===== config.mk =====
export PLATFORM = sky130hd
export DESIGN_NAME = tap_event_regs
export DESIGN_NICKNAME = d
export VERILOG_FILES = /design/src/rtl/tap_event_regs.v
export VERILOG_INCLUDE_DIRS = /design/src /design/src/pkg
export SDC_FILE = /design/constraint.sdc
export NUM_CORES = 1
export LEC_CHECK = 0
export ABC_AREA = 1
export ABC_CLOCK_PERIOD_IN_PS = 3800
export BUFFER_PORTS_ARGS = -buffer_cell sky130_fd_sc_hd__buf_2
export CAP_MARGIN = 20
export CORE_UTILIZATION = 50
export DETAILED_ROUTE_END_ITERATION = 7
export PLACE_DENSITY = 0.77
export SKIP_LAST_GASP = 1
export SYNTH_ARGS = -nofsm -noshare
export SYNTH_HDL_FRONTEND = slang
export SYNTH_SLANG_ARGS = --single-unit

===== constraint.sdc =====
create_clock -name clk -period 3.8 [get_ports clk]
set_input_delay 0.19 -clock clk [delete_from_list [all_inputs] [get_ports clk]]
set_output_delay 0.19 -clock clk [all_outputs]
set_load 0.02 [all_outputs]

===== src/pkg/tap_regs.vh =====
// tap_regs.vh: register offsets, field positions and reset values
// assumes: included by the tap event logic, no processes here
`ifndef TAP_REGS_VH
`define TAP_REGS_VH

`define TAP_CONFIG_ADDR      8'h21
`define TAP_SOURCE_ADDR      8'h22
`define TAP_THRESHOLD_X_ADDR 8'h23
`define TAP_THRESHOLD_Y_ADDR 8'h24
`define TAP_THRESHOLD_Z_ADDR 8'h25
`define TAP_TIME_LIMIT_ADDR  8'h26
`define TAP_LATENCY_ADDR     8'h27

`define CFG_ABORT_BIT        7
`define CFG_LATCH_BIT        6
`define SRC_ACTIVE_BIT       7
`define SRC_DOUBLE_BIT       3

`define CONFIG_RESET         8'h00
`define SOURCE_RESET         8'h00
`define THRESHOLD_RESET      7'h00
`define COUNT_RESET          8'h00

`endif


===== src/rtl/tap_event_regs.v =====
// tap_event_regs.v: tap detection registers, one detector shared by all axes, source flags
// assumes: a serial register front end gives one-cycle read/write strobes
// with an 8-bit address on clk; sample_en pulses once per output data sample
// and accel_* are signed samples on clk, scaled 0.0156 g per lsb over 8 g
`timescale 1ns/1ps
`include "tap_regs.vh"

module tap_event_regs #(
  parameter DATA_W = 10
) (
  input  wire              clk,
  input  wire              rst_n,
  input  wire              sample_en,
  input  wire [DATA_W-1:0] accel_x,
  input  wire [DATA_W-1:0] accel_y,
  input  wire [DATA_W-1:0] accel_z,
  input  wire              reg_wr,
  input  wire              reg_rd,
  input  wire [7:0]        reg_addr,
  input  wire [7:0]        reg_wdata,
  output reg  [7:0]        reg_rdata,
  output reg               tap_irq
);

  // =========================================================
  // state encodings
  // idle:  waiting for any axis to rise above its threshold
  // above: a pulse is in progress; it must fall back inside the time
  //        limit to count as a tap, or it is dropped
  // lat:   latency after a tap; further pulses are not taps, but with
  //        abort set a short pulse here cancels the pending double
  // a tap that starts on the first sample after latency while a first
  // tap is pending is the second half of a double tap; any other tap
  // is a single
  localparam [2:0] ST_IDLE  = 3'b001;
  localparam [2:0] ST_ABOVE = 3'b010;
  localparam [2:0] ST_LAT   = 3'b100;

  // register file
  reg  [7:0]  config_q;
  reg  [6:0]  thr_x_q;
  reg  [6:0]  thr_y_q;
  reg  [6:0]  thr_z_q;
  reg  [7:0]  time_limit_q;
  reg  [7:0]  latency_q;
  // source flags
  reg  [7:0]  source_q;
  reg  [7:0]  source_d;
  // detector state and counters
  reg  [2:0]  state_q;
  reg  [7:0]  width_cnt_q;
  reg  [7:0]  lat_cnt_q;
  reg  [2:0]  axis_q;
  reg  [2:0]  pol_q;
  reg         first_seen_q;
  reg         single_pend_q;
  reg         lat_over_q;    // a pulse started inside the latency time
  // one-cycle event pulse towards the source register
  reg         ev_single;
  reg         ev_double;
  reg  [2:0]  ev_axis;
  reg  [2:0]  ev_pol;

  wire        abort_en  = config_q[`CFG_ABORT_BIT];
  wire        latch_en  = config_q[`CFG_LATCH_BIT];
  wire [2:0]  dbl_en    = {config_q[5], config_q[3], config_q[1]};
  wire [2:0]  sgl_en    = {config_q[4], config_q[2], config_q[0]};
  wire        src_rd    = reg_rd && (reg_addr == `TAP_SOURCE_ADDR);

  // =========================================================
  // magnitude of a signed sample, saturated to the 7-bit threshold scale
  function [7:0] mag7;
    input [DATA_W-1:0] v;
    reg   [DATA_W-1:0] a;
    begin
      a = v[DATA_W-1] ? (~v + {{(DATA_W-1){1'b0}}, 1'b1}) : v;
      // top bits map the full 8 g range onto 0.063 g steps
      // the most negative sample has no positive twin: saturate it
      mag7 = a[DATA_W-1] ? 8'h7f : {1'b0, a[DATA_W-2 -: 7]};
    end
  endfunction

  // =========================================================
  // axes of an event that the configuration lets through; a single tap
  // uses the single enables, a double tap the double enables
  function [2:0] qual_axes;
    input       is_double;
    input [2:0] axes;
    input [2:0] single_mask;
    input [2:0] double_mask;
    begin
      if (is_double)
        qual_axes = axes & double_mask;
      else
        qual_axes = axes & single_mask;
    end
  endfunction

  // =========================================================
  // a sample counter has reached its programmed limit
  function cnt_done;
    input [7:0] cnt;
    input [7:0] limit;
    begin
      cnt_done = (cnt >= limit);
    end
  endfunction

  // next value of a sample counter; it stops at the top
  // saturating keeps a long pulse from wrapping back under the limit
  function [7:0] cnt_next;
    input [7:0] cnt;
    begin
      cnt_next = (cnt == 8'hff) ? cnt : cnt + 8'h01;
    end
  endfunction

  wire [2:0] over = {mag7(accel_z) > {1'b0, thr_z_q},
                     mag7(accel_y) > {1'b0, thr_y_q},
                     mag7(accel_x) > {1'b0, thr_x_q}};
  wire [2:0] sign = {accel_z[DATA_W-1], accel_y[DATA_W-1],
                     accel_x[DATA_W-1]};
  wire       any_over = |over;

  // axes of this cycle's event that pass the enables, and whether any
  // do; a disabled axis or type never reaches the source register
  wire [2:0] ev_axes = qual_axes(ev_double, ev_axis, sgl_en, dbl_en);
  wire       ev_hit  = (ev_single || ev_double) && (|ev_axes);

  // =========================================================
  // register writes; source is read only and ignores writes
  always @(posedge clk) begin
    if (!rst_n) begin
      config_q     <= `CONFIG_RESET;
      thr_x_q      <= `THRESHOLD_RESET;
      thr_y_q      <= `THRESHOLD_RESET;
      thr_z_q      <= `THRESHOLD_RESET;
      time_limit_q <= `COUNT_RESET;
      latency_q    <= `COUNT_RESET;
    end else if (reg_wr) begin
      case (reg_addr)
        `TAP_CONFIG_ADDR:      config_q     <= reg_wdata;
        `TAP_THRESHOLD_X_ADDR: thr_x_q      <= reg_wdata[6:0];
        `TAP_THRESHOLD_Y_ADDR: thr_y_q      <= reg_wdata[6:0];
        `TAP_THRESHOLD_Z_ADDR: thr_z_q      <= reg_wdata[6:0];
        // time limit and latency count samples, not clocks
        `TAP_TIME_LIMIT_ADDR:  time_limit_q <= reg_wdata;
        `TAP_LATENCY_ADDR:     latency_q    <= reg_wdata;
        default:               config_q     <= config_q;
      endcase
    end
  end

  // =========================================================
  // tap detector: above-threshold width check, then latency window
  always @(posedge clk) begin
    if (!rst_n) begin
      state_q       <= ST_IDLE;
      width_cnt_q   <= 8'h00;
      lat_cnt_q     <= 8'h00;
      axis_q        <= 3'b000;
      pol_q         <= 3'b000;
      first_seen_q  <= 1'b0;
      single_pend_q <= 1'b0;
      lat_over_q    <= 1'b0;
      ev_single     <= 1'b0;
      ev_double     <= 1'b0;
      ev_axis       <= 3'b000;
      ev_pol        <= 3'b000;
    end else begin
      ev_single <= 1'b0;
      ev_double <= 1'b0;
      if (sample_en) begin
        case (state_q)
          ST_IDLE: begin
            single_pend_q <= 1'b0;
            if (any_over) begin
              state_q     <= ST_ABOVE;
              width_cnt_q <= 8'h00;
              axis_q      <= over;
              pol_q       <= sign & over;
            end else if (single_pend_q) begin
              // no second pulse right after latency: the first tap was
              // a single, so the next pulse starts afresh
              first_seen_q <= 1'b0;
            end
          end
          ST_ABOVE: begin
            if (!any_over) begin
              // pulse ended inside the limit: a valid tap
              state_q   <= ST_LAT;
              lat_cnt_q <= 8'h00;
              if (first_seen_q) begin
                ev_double    <= 1'b1;
                ev_axis      <= axis_q;
                ev_pol       <= pol_q;
                first_seen_q <= 1'b0;
              end else begin
                ev_single    <= 1'b1;
                ev_axis      <= axis_q;
                ev_pol       <= pol_q;
                first_seen_q <= 1'b1;
              end
            end else if (cnt_done(width_cnt_q, time_limit_q)) begin
              state_q      <= ST_IDLE;
              first_seen_q <= 1'b0;
            end else begin
              width_cnt_q <= cnt_next(width_cnt_q);
            end
          end
          ST_LAT: begin
            if (cnt_done(lat_cnt_q, latency_q)) begin
              state_q       <= ST_IDLE;
              lat_over_q    <= 1'b0;
              single_pend_q <= first_seen_q;
            end else begin
              lat_cnt_q <= cnt_next(lat_cnt_q);
              // taps inside latency are ignored; a pulse that both starts
              // and ends in it cancels a pending double when abort is set
              if (any_over) begin
                lat_over_q <= 1'b1;
              end else if (lat_over_q) begin
                lat_over_q <= 1'b0;
                if (abort_en)
                  first_seen_q <= 1'b0;
                // abort clear keeps the first tap pending
                else
                  first_seen_q <= first_seen_q;
              end
            end
          end
          default: state_q <= ST_IDLE;
        endcase
      end
    end
  end

  // =========================================================
  // source flag next value: read clears, new event wins, latch freezes
  always @* begin
    source_d = src_rd ? `SOURCE_RESET : source_q;
    if (ev_hit) begin
      // a latched, active source keeps its status bits; a read in the
      // same cycle has just cleared it, so the new event lands in full
      if (!(latch_en && source_q[`SRC_ACTIVE_BIT] && !src_rd)) begin
        source_d[6:4]             = ev_axes;
        source_d[`SRC_DOUBLE_BIT] = ev_double;
        source_d[2:0]             = ev_pol & ev_axes;
      end
      source_d[`SRC_ACTIVE_BIT] = 1'b1;
    end else if (!latch_en) begin
      // without the latch only the event of this cycle shows
      source_d = `SOURCE_RESET;
    end
  end

  // =========================================================
  // source register, interrupt request and read data
  always @(posedge clk) begin
    if (!rst_n) begin
      source_q  <= `SOURCE_RESET;
      tap_irq   <= 1'b0;
      reg_rdata <= 8'h00;
    end else begin
      source_q <= source_d;
      tap_irq  <= source_d[`SRC_ACTIVE_BIT];
      // read data stands until the next read strobe
      if (reg_rd) begin
        case (reg_addr)
          `TAP_CONFIG_ADDR:      reg_rdata <= config_q;
          `TAP_SOURCE_ADDR:      reg_rdata <= source_q;
          `TAP_THRESHOLD_X_ADDR: reg_rdata <= {1'b0, thr_x_q};
          `TAP_THRESHOLD_Y_ADDR: reg_rdata <= {1'b0, thr_y_q};
          `TAP_THRESHOLD_Z_ADDR: reg_rdata <= {1'b0, thr_z_q};
          `TAP_TIME_LIMIT_ADDR:  reg_rdata <= time_limit_q;
          `TAP_LATENCY_ADDR:     reg_rdata <= latency_q;
          default:               reg_rdata <= 8'h00;
        endcase
      end
    end
  end

endmodule


==> metrics.csv, run 1 <==
metric,value,unit
"Seq/Total Area, Yosys",0.3310,
IO Count,60,
CTS tree,yes,
Comb power frac,0.136,
startpoint types,input port,
Worst Path Max Fanout,11,
CP max-delay cell,ha_1,
endpoints failing setup,0,
RSZ-0062 raised after global routing,false,
PortBufs,59,
clk slew on worst S/H paths,80,ps
Max Buffers Root-to-Sink,2,
total core area,0.01142,mm^2
Initial DRT Pass Iterations,5,
Synth Area in Adders,0.08317,
TritonCTS Buffers,9,
Synth Area in Simple Gates,0.2738,
Via density,5.426,
Die Height,110.3,um
DRC violations left,0,
area grow syn2layout,11.69,%
WL final,14570,um
die area,0.01217,mm^2
Internal Power,1.598,mW
clock sinks,97,
main combinational cell family by area after synthesis,simple AND/OR/NAND/NOR gates,
ratio of cells with drive above 1 in the final layout,0.1219,
hpwl dp,11090,um
Overflow after GRT,0,
skew final,11.45,ps
Sw Pwr,650.7,uW
placer congestion estimate,0.8683,
status,"complete, no violations",
clk_lat worst skew,360,ps
row count,39,
DRT antenna net count,0,
H-tree depth,3,
Worst-Margin Slew,544.7,ps
crit path DAT,2910,ps
CP Class,in -> reg,
Synth Area in Compound Gates,0.1928,
CP Cell Sequence,"buf_2, nor2_1, nand2_1, nor2_1, nand2_1, nor2_1, nand2_1, nand2_1, xor2_1, nand2_1, ha_1, nand2_1, nor2_1, nand4_1, nand2_1, nand3_4, nor2_4, nand2_2, o21ai_0, a21oi_1",
Synth Cell Area,0.005867,mm^2
vias in the first global route,5135,
CP peak stage delay,270,ps
Hold Path Depth,3,
Global Route Usage Sum,0.2614,
critical path endpoint category,flip-flop,
VDD IR-drop max,0.2409,mV
post-synthesis mux area share,0,
Tot Pwr,2.248,mW
Fin. Hold Viols,0,
f_max,0.3741,GHz
crit-path most repeated cell,nand2_1,
drt wl/cell,13.72,um
HP Class,in -> reg,
initial antenna violation count,0,
sequential power share,0.465,
number of setup buffers added after CTS,0,
first-pass GRT wire length,24340,um
Cell variety after synth,37,
Post-Syn Instances,864,
CTS resizes,0,
Final nets,1004,
post-synthesis xor/xnor area fraction,0.02836,
worst path required time,4030,ps
CTS Hold Bufs,0,
Post-Syn Nets,954,
synthesized area per cell,6.790,um^2
initial DRC count,406,
max-cap check violation count,0,
PD cells,343.1,mW/mm^2
pin count of the biggest net entering global routing,60,
Sw Share,0.2894,
synth warn,0,
#FFs+latches synth,97,
Rel. slew slack,0.6369,
die width,110.3,um
setup TNS,0,ps
Reg2Reg Depth,11,
antenna cells,0,
initial core utilization,0.5138,
via count,5762,
clock share of power,0.399,
minimum clock period,2673,ps
"Slew Viols, Final",0,
Leakage Power,2.772,nW
Final Cycle Share,0.7034,
Root Driver,clkbuf_16,
worst paths after layout:
kind,slack (ps),startpoint,endpoint
min,140,reg_wdata[7],config_q[7]
max,1130,accel_z[1],ev_axis[0]
max reg2reg,1570,thr_y_q[6],ev_axis[0]
min reg2reg,460,reg_rdata[0],reg_rdata[0]
worst max-delay path, delay by kind of cell:
family          cells  cell delay, ps
simple gates       15            1950
xor+xnor            1             160
buf+inv             1              90
fa+ha+maj           1             270
compound gates      2             240
cell families (layout without fill, tap and decap cells):
| logic type | after synthesis | count (layout) |
|---|---|---|
| XOR/XNOR | 19 | 19 |
| buffers and inverters | 138 | 193 |
| adder cells (fa/ha/maj) | 39 | 39 |
| AND/OR/NAND/NOR | 357 | 357 |
| flip-flops | 97 | 97 |
| AO/OA/AOI/OAI | 214 | 214 |
cells in the final DEF, fill, tap and decap left out, drive strengths merged, types with 2 or more instances in the layout:
cell type    n
or2          6
a21oi      109
nand2      177
nor2        85
ha          39
xor2        17
nor3        14
clkbuf       9
o22ai       20
xnor2        2
buf         62
nand4       19
inv        118
nand3       53
dfxtp       97
clkinv       2
nand3b       3
o21ai       78
o211ai       3
a21o         2
clkinvlp     2
layer usage:
metal,wire [um],track usage,share of wire
met3,1024,0.06878,0.070
met1,6692,0.3397,0.46
met4,395,0.09680,0.027
met2,6461,0.4148,0.44
met5,0,0,0
final cells by class:
| class | instances | area [um^2] |
|---|---|---|
| Clock buffer | 9 | 225.2 |
| Fill cell | 1125 | 4866 |
| Tap cell | 143 | 178.9 |
| Timing Repair Buffer | 62 | 317.8 |
| Inverter | 115 | 431.7 |
| Sequential cell | 97 | 1942 |
| Clock inverter | 7 | 65.06 |
| Multi-Input combinational cell | 629 | 3392 |
power groups by stage:
stage / clock network (mW) / logic [mW] / registers [mW]
CTS: 0.905 / 0.306 / 1.04
detailed placement: 0 / 0.303 / 1.07
floorplan: 0 / 0.214 / 1.07
global placement: 0 / 0.298 / 1.07
global route: 0.959 / 0.354 / 1.05
finish: 0.897 / 0.307 / 1.04
stage by stage:
stage | hold WS (ps) | worst slack [ps] | cell area (um^2) | cells | util
6_report | 136.9 | 1127 | 6553 | 1062 | 0.5739
3_3_place_gp | 449.5 | 847.9 | 6262 | 1046 | 0.5484
4_1_cts | 134.1 | 1151 | 6553 | 1062 | 0.5739
2_1_floorplan | 353.5 | 1285 | 5867 | 864 | -
5_1_grt | 131.7 | 724.6 | 6553 | 1062 | 0.5739
3_5_place_dp | 451.7 | 786.5 | 6262 | 1046 | 0.5484
synthesized netlist by cell type:
cell      instances  area, um^2
nand2_1         170       638.1
inv_1           111       416.7
a21oi_1         107       535.5
dfxtp_1          97        1942
nor2_1           81       304.0
o21ai_0          67       335.3
nand3_1          47       235.2
ha_1             39       488.0
o22ai_1          20       125.1
nand4_1          18       112.6
clkbuf_1         17       63.81
xor2_1           17       148.9
nor3_1           12       60.06
o21ai_1           8       40.04
nand2_2           5       31.28
or2_2             5       31.28
inv_2             4       15.01
nand3_2           4       40.04
buf_2             3       15.01
nand3b_1          3       22.52
o211ai_1          3       22.52
o21ai_2           3       26.28
a21o_1            2       15.01
a21oi_2           2       17.52
nand2_4           2       22.52
nand3_4           2       35.03
nor2_2            2       12.51
nor2_4            2       22.52
nor3_2            2       20.02
xnor2_1           2       17.52
a31oi_1           1       6.260
buf_1             1       3.750
buf_4             1       7.510
buf_6             1       11.26
nand4_2           1       12.51
o21a_1            1       7.510
or2_1             1       6.260
sequential cells by signal, indices dropped and copies added (netlist names), 7 cells and up:
signal,flops
thr_z_q,7
thr_y_q,7
thr_x_q,7
width_cnt_q,8
config_q,8
reg_rdata,8
source_q,7
time_limit_q,8
latency_q,8
lat_cnt_q,8
Power figures use the tool's default switching activity.
==> run 2: changes to the inputs <==
--- a/config.mk
+++ b/config.mk
@@ -7,7 +7,7 @@
 export NUM_CORES = 1
 export LEC_CHECK = 0
 export ABC_AREA = 1
-export ABC_CLOCK_PERIOD_IN_PS = 3800
+export ABC_CLOCK_PERIOD_IN_PS = 2700
 export BUFFER_PORTS_ARGS = -buffer_cell sky130_fd_sc_hd__buf_2
 export CAP_MARGIN = 20
 export CORE_UTILIZATION = 50
==> constraint.sdc (replaced) <==
create_clock -name clk -period 2.7 [get_ports clk]
set_input_delay 0.135 -clock clk [delete_from_list [all_inputs] [get_ports clk]]
set_output_delay 0.135 -clock clk [all_outputs]
set_load 0.02 [all_outputs]
==> run 2 against run 1 <==
  * Sequential share of layout area is 2.1 points lower
  * Non-clock buffer count grew 38
  * Final area up 7.5%
  * Clock-buffer cell count increased by 1
  * Combinational power increased by 69%
  * Critical endpoint is now first_seen_q
==> metrics.csv, run 2 (same netlist as run 1, synthesis figures left out) <==
metric,value,unit
worst path required time,2990,ps
initial DRC count,449,
cell family with most CP delay,simple AND/OR/NAND/NOR gates,
CTS Hold Bufs,0,
critical path endpoint category,flip-flop,
CP peak stage delay,270,ps
pin count of the biggest net entering global routing,59,
CP Class,in -> reg,
clock share of power,0.420,
Root Driver,clkbuf_16,
DRT antenna net count,0,
Leakage Power,3.002,nW
via count,5928,
CP Cell Sequence,"buf_2, nor2_4, nand2_2, nor2_4, nand2_2, nor2_2, nand2_2, nor2_4, o21ai_1, o21ai_1, ha_1, a21o_1, nor2_1, nand2_1, nand2_2, nand3_4, buf_12, nor2_4, buf_6, nand2_1, nand3_1, nand2_1, nor2_1",
final non-filler cell total,1100,
endpoints failing setup,0,
total core area,0.01142,mm^2
Layout Utilization,0.6167,
HP Class,in -> reg,
sequential power share,0.429,
Sw Share,0.2697,
Internal Power,2.510,mW
Worst-Margin Slew,731.3,ps
"Slew Viols, Final",0,
vias in the first global route,5212,
max-cap check violation count,0,
CTS tree,yes,
clock sinks,97,
area grow syn2layout,20.03,%
Multi-input gate area,0.003520,mm^2
Worst Path Max Fanout,5,
die width,110.3,um
Final Cycle Share,0.9218,
antenna cells,0,
startpoint types,input port,
"commonest non-fill, non-tap cell in the layout",nand2_1,
clk slew on worst S/H paths,70,ps
first-pass GRT wire length,24740,um
Global Route Usage Sum,0.2641,
Sw Pwr,926.9,uW
hpwl dp,11270,um
CP max-delay cell,ha_1,
H-tree depth,3,
PD cells,488.0,mW/mm^2
Max Buffers Root-to-Sink,2,
crit path DAT,2780,ps
ratio of cells with drive above 1 in the final layout,0.1891,
Final nets,1042,
row count,39,
Die Height,110.3,um
CP Buf/Inv Count,3,
Initial DRT Pass Iterations,7,
Rel. slew slack,0.5119,
IO Count,60,
TritonCTS Buffers,9,
Fin. Hold Viols,0,
Comb power frac,0.151,
drt wl/cell,13.96,um
PortBufs,59,
Cells after DPL,1075,
initial antenna violation count,0,
minimum clock period,2489,ps
initial core utilization,0.5138,
register area,0.001942,mm^2
"commonest non-fill, non-tap cells in the layout","nand2_1, inv_1, a21oi_1, dfxtp_1, nor2_1",
Overflow after GRT,0,
Via density,5.389,
WL final,15360,um
status,"complete, no violations",
VDD IR-drop max,0.4438,mV
clk_lat worst skew,350,ps
skew final,8.068,ps
# fillers,1071,
placer congestion estimate,0.8865,
DRC violations left,0,
reg2reg setup slack,540,ps
die area,0.01217,mm^2
f_max,0.4018,GHz
run 2: final timing paths:
check,startpoint,endpoint,cells past startpoint
worst max-delay path,accel_y[1],first_seen_q,23
worst min-delay path,reg_wdata[7],config_q[7],3
worst min register to register,reg_rdata[6],reg_rdata[6],2
worst max register to register,thr_y_q[6],first_seen_q,14
run 2: timing repair:
action	in CTS	in global routing
endpoints found under the hold margin	0	0
setup endpoints to repair	0	35
buffers inserted	0	9
gates resized for setup	0	43
run 2: routing by layer:
metal / wire length [um] / track usage / vias to the layer above
li1: - / - / 3044
met1: 6926 / 0.3441 / 2657
met2: 7193 / 0.4512 / 203
met3: 959 / 0.03292 / 24
met4: 280 / 0.08553 / 0
met5: 0 / 0 / -
run 2: per-stage QoR:
step	total power [mW]	worst slack [ps]	hold slack [ps]	instance area [um^2]	setup TNS, ps
after floorplan	1.801	239.9	298.5	5867	0
final	3.436	211.1	118.1	7042	0
after CTS	3.399	39.10	108.8	6828	0
after detailed placement	1.974	-262.3	451.7	6492	-6413
after global placement	1.967	-140.0	449.1	6492	-2565
after global routing	3.568	-86.78	137.3	7042	-1132
run 2: layout make-up:
class	instances	share of cell area
clock buffer	10	0.03394
clock inverter	6	0.01368
inverter	115	0.06166
tap	143	0.02541
sequential	97	0.2758
multi-input combinational	629	0.4998
timing repair buffer	100	0.08973
run 2: worst min-delay path, delay by kind of cell:
family	cells	cell delay, ps
buffers and inverters	1	130
AO/OA/AOI/OAI	1	70
AND/OR/NAND/NOR	1	90
run 2: power groups by stage:
stage	Clock, mW	Sequential, mW	Combinational (mW)
floorplan	0	1.50	0.302
global placement	0	1.50	0.462
detailed placement	0	1.51	0.469
CTS	1.45	1.47	0.476
global route	1.51	1.48	0.586
finish	1.44	1.47	0.520
==> run 3: changes to the inputs <==
--- a/config.mk
+++ b/config.mk
@@ -6,13 +6,15 @@
 export SDC_FILE = /design/constraint.sdc
 export NUM_CORES = 1
 export LEC_CHECK = 0
-export ABC_AREA = 1
+export ABC_AREA = 0
 export ABC_CLOCK_PERIOD_IN_PS = 2700
 export BUFFER_PORTS_ARGS = -buffer_cell sky130_fd_sc_hd__buf_2
 export CAP_MARGIN = 20
-export CORE_UTILIZATION = 50
+export CELL_PAD_IN_SITES_DETAIL_PLACEMENT = 0
+export CELL_PAD_IN_SITES_GLOBAL_PLACEMENT = 1
+export CORE_UTILIZATION = 45
 export DETAILED_ROUTE_END_ITERATION = 7
-export PLACE_DENSITY = 0.77
+export PLACE_DENSITY = 0.89
 export SKIP_LAST_GASP = 1
 export SYNTH_ARGS = -nofsm -noshare
 export SYNTH_HDL_FRONTEND = slang
==> run 3 against run 2 <==
  * The flow now finishes with violations (negative setup slack)
  * Final area is 7.0% higher
  * Sequential share of layout area is 1.8 points lower
  * Register-to-register slack worse by 500 ps
  * Global-route usage is 0.33 points lower
  * Worst hold slack worse by 44 ps
  * Clock-buffer cell count is 1 lower
  * Combinational power is 4.2% higher
  * Power is 1.5% lower
  * First-iteration DRC count is 1.6% lower
  * Critical path type unchanged
  * Critical endpoint is now pol_q[0]
  * Largest cell class unchanged
  * Highest routed layer unchanged
==> metrics.csv, run 3 <==
metric,value,unit
minimum clock period,3418,ps
initial DRC count,442,
Worst Path Max Fanout,6,
DRC violations left,0,
CP Class,in -> reg,
first-pass GRT wire length,26980,um
Final Cycle Share,1.266,
"Slew Viols, Final",0,
ratio of cells with drive above 1 in the final layout,0.2759,
critical path endpoint category,flip-flop,
die area,0.01346,mm^2
clk slew on worst S/H paths,70,ps
pin count of the biggest net entering global routing,53,
antenna cells,0,
# fillers,1089,
Sw Share,0.2616,
Leakage Power,2.823,nW
Cell variety after synth,58,
Async SR Flop Fraction,0,
pre-CTS WS,-1070,ps
Root Driver,clkbuf_16,
Comb power frac,0.160,
skew final,3.206,ps
Post-Syn Nets,807,
"Top FF cell, synth",dfxtp_1,
top cell type's share of synthesized area,0.3319,
failing checks,negative setup slack,
CTS tree,yes,
hpwl dp,12340,um
Max Buffers Root-to-Sink,2,
Fin. Hold Viols,0,
PortBufs,59,
count of flip-flops with a built-in enable after synthesis,0,
RSZ-0062 raised after global routing,true,
cell family with most CP delay,simple AND/OR/NAND/NOR gates,
endpoints failing setup,35,
Internal Power,2.499,mW
f_max,0.2926,GHz
sequential power share,0.430,
Global Route Usage Sum,0.2608,
Overflow after GRT,0,
drt wl/cell,17.08,um
"top cells by count, synth","dfxtp_1, nand2_1, a21oi_1",
DRT antenna net count,0,
synth warn,0,
worst path required time,2980,ps
WL final,17120,um
final worst hold slack,74.36,ps
Post-Syn Instances,717,
IO Count,60,
CP Buf/Inv Count,4,
CP max-delay cell,or4_4,
initial antenna violation count,0,
"commonest non-fill, non-tap cell in the layout",dfxtp_1,
CP Cell Sequence,"buf_6, or4_4, or3_4, or3_4, or3b_4, nand2_4, ha_4, a211oi_2, nor2_1, o31a_1, buf_4, o31ai_4, buf_6, buf_4, nand2_2, a21oi_2",
Worst-Margin Slew,982.5,ps
Tot Pwr,3.384,mW
startpoint types,input port,
Initial DRT Pass Iterations,5,
area grow syn2layout,28.76,%
"Seq/Total Area, Yosys",0.3319,
synth top area cells,"dfxtp_1, ha_1, mux2i_1, a21oi_1, nand2_1",
crit path DAT,3700,ps
vias in the first global route,5503,
total core area,0.01267,mm^2
Hold Path Depth,3,
#FFs+latches synth,97,
HP Class,in -> reg,
"count leader, synth",dfxtp_1,
Die Height,116.0,um
via count,5780,
placer congestion estimate,0.9062,
initial core utilization,0.4617,
PD cells,449.2,mW/mm^2
Synth Cell Area,0.005851,mm^2
"commonest non-fill, non-tap cells in the layout","dfxtp_1, nand2_1, nor2_1, buf_4, buf_2",
clock share of power,0.410,
Critical Path Stages,16,
Final nets,915,
worst setup margin,-717.6,ps
H-tree depth,3,
CP peak stage delay,530,ps
clk_lat worst skew,350,ps
Via density,5.768,
status,"complete, but fails checks",
TritonCTS Buffers,9,
leading area contributor after synthesis,dfxtp_1,
clock sinks,97,
VDD IR-drop max,0.2942,mV
max-cap check violation count,0,
Rel. slew slack,0.3346,
Reg2Reg Depth,8,
row count,41,
die width,116.0,um
synthesized area per cell,8.160,um^2
Sw Pwr,885.5,uW
-- run 3: repair_timing --
item / in CTS / in global routing
hold buffers: 0 / 0
endpoints found under the setup margin: 35 / 35
pin swaps: 10 / 12
resized for setup: 30 / 39
buffers inserted: 6 / 5
-- run 3: kinds of logic after synthesis --
| family | synth area share |
|---|---|
| AOI/OAI and AO/OA | 0.1796 |
| xor gates and xnor gates | 0.02246 |
| adders and majority gates | 0.08340 |
| buffers and inverters | 0.04811 |
| DFF | 0.3319 |
| muxes | 0.1044 |
| and+or+nand+nor | 0.2301 |
-- run 3: power groups by stage --
stage | combinational (mW) | sequential (mW) | clock (mW)
global placement | 0.410 | 1.48 | 0
floorplan | 0.245 | 1.48 | 0
CTS | 0.479 | 1.45 | 1.40
finish | 0.542 | 1.45 | 1.39
global route | 0.584 | 1.45 | 1.45
detailed placement | 0.426 | 1.48 | 0
-- run 3: area by class of cell --
type                       instances  area (um^2)  share of cell area
tap                              172        215.2             0.02857
sequential                        97         1942              0.2578
timing repair buffer             130        915.9              0.1216
clock inverter                     7        95.09             0.01262
clock buffer                       9        225.2             0.02990
multi-input combinational        546         3986              0.5291
inverter                          41        153.9             0.02043
-- run 3: per-stage QoR --
step / instance area, um^2 / utilization / setup TNS, ps / cells
after floorplan: 5947 / - / -23010 / 717
after global placement: 6784 / 0.5354 / -29130 / 975
after detailed placement: 6784 / 0.5354 / -32650 / 975
after CTS: 7322 / 0.5779 / -19500 / 997
after global routing: 7533 / 0.5945 / -24280 / 1002
final: 7533 / 0.5945 / -21530 / 1002
-- run 3: final timing paths --
check | startpoint | end | slack (ps)
max | accel_x[3] | pol_q[0] | -720
min | reg_wdata[7] | config_q[7] | 70
max reg2reg | latency_q[2] | lat_cnt_q[1] | 40
min reg2reg | thr_y_q[3] | thr_y_q[3] | 470
-- run 3: per-layer routing --
metal / up-vias / GRT usage / part of all wire
met5: - / 0 / 0
met4: 0 / 0.1043 / 0.031
met3: 38 / 0.05387 / 0.060
met2: 192 / 0.4365 / 0.47
met1: 2753 / 0.3274 / 0.44
li1: 2797 / - / -
-- run 3: worst min-delay path, cell delays in order --
cell and delay, ps:
buf_2 120, nand3_1 60, a21oi_1 50
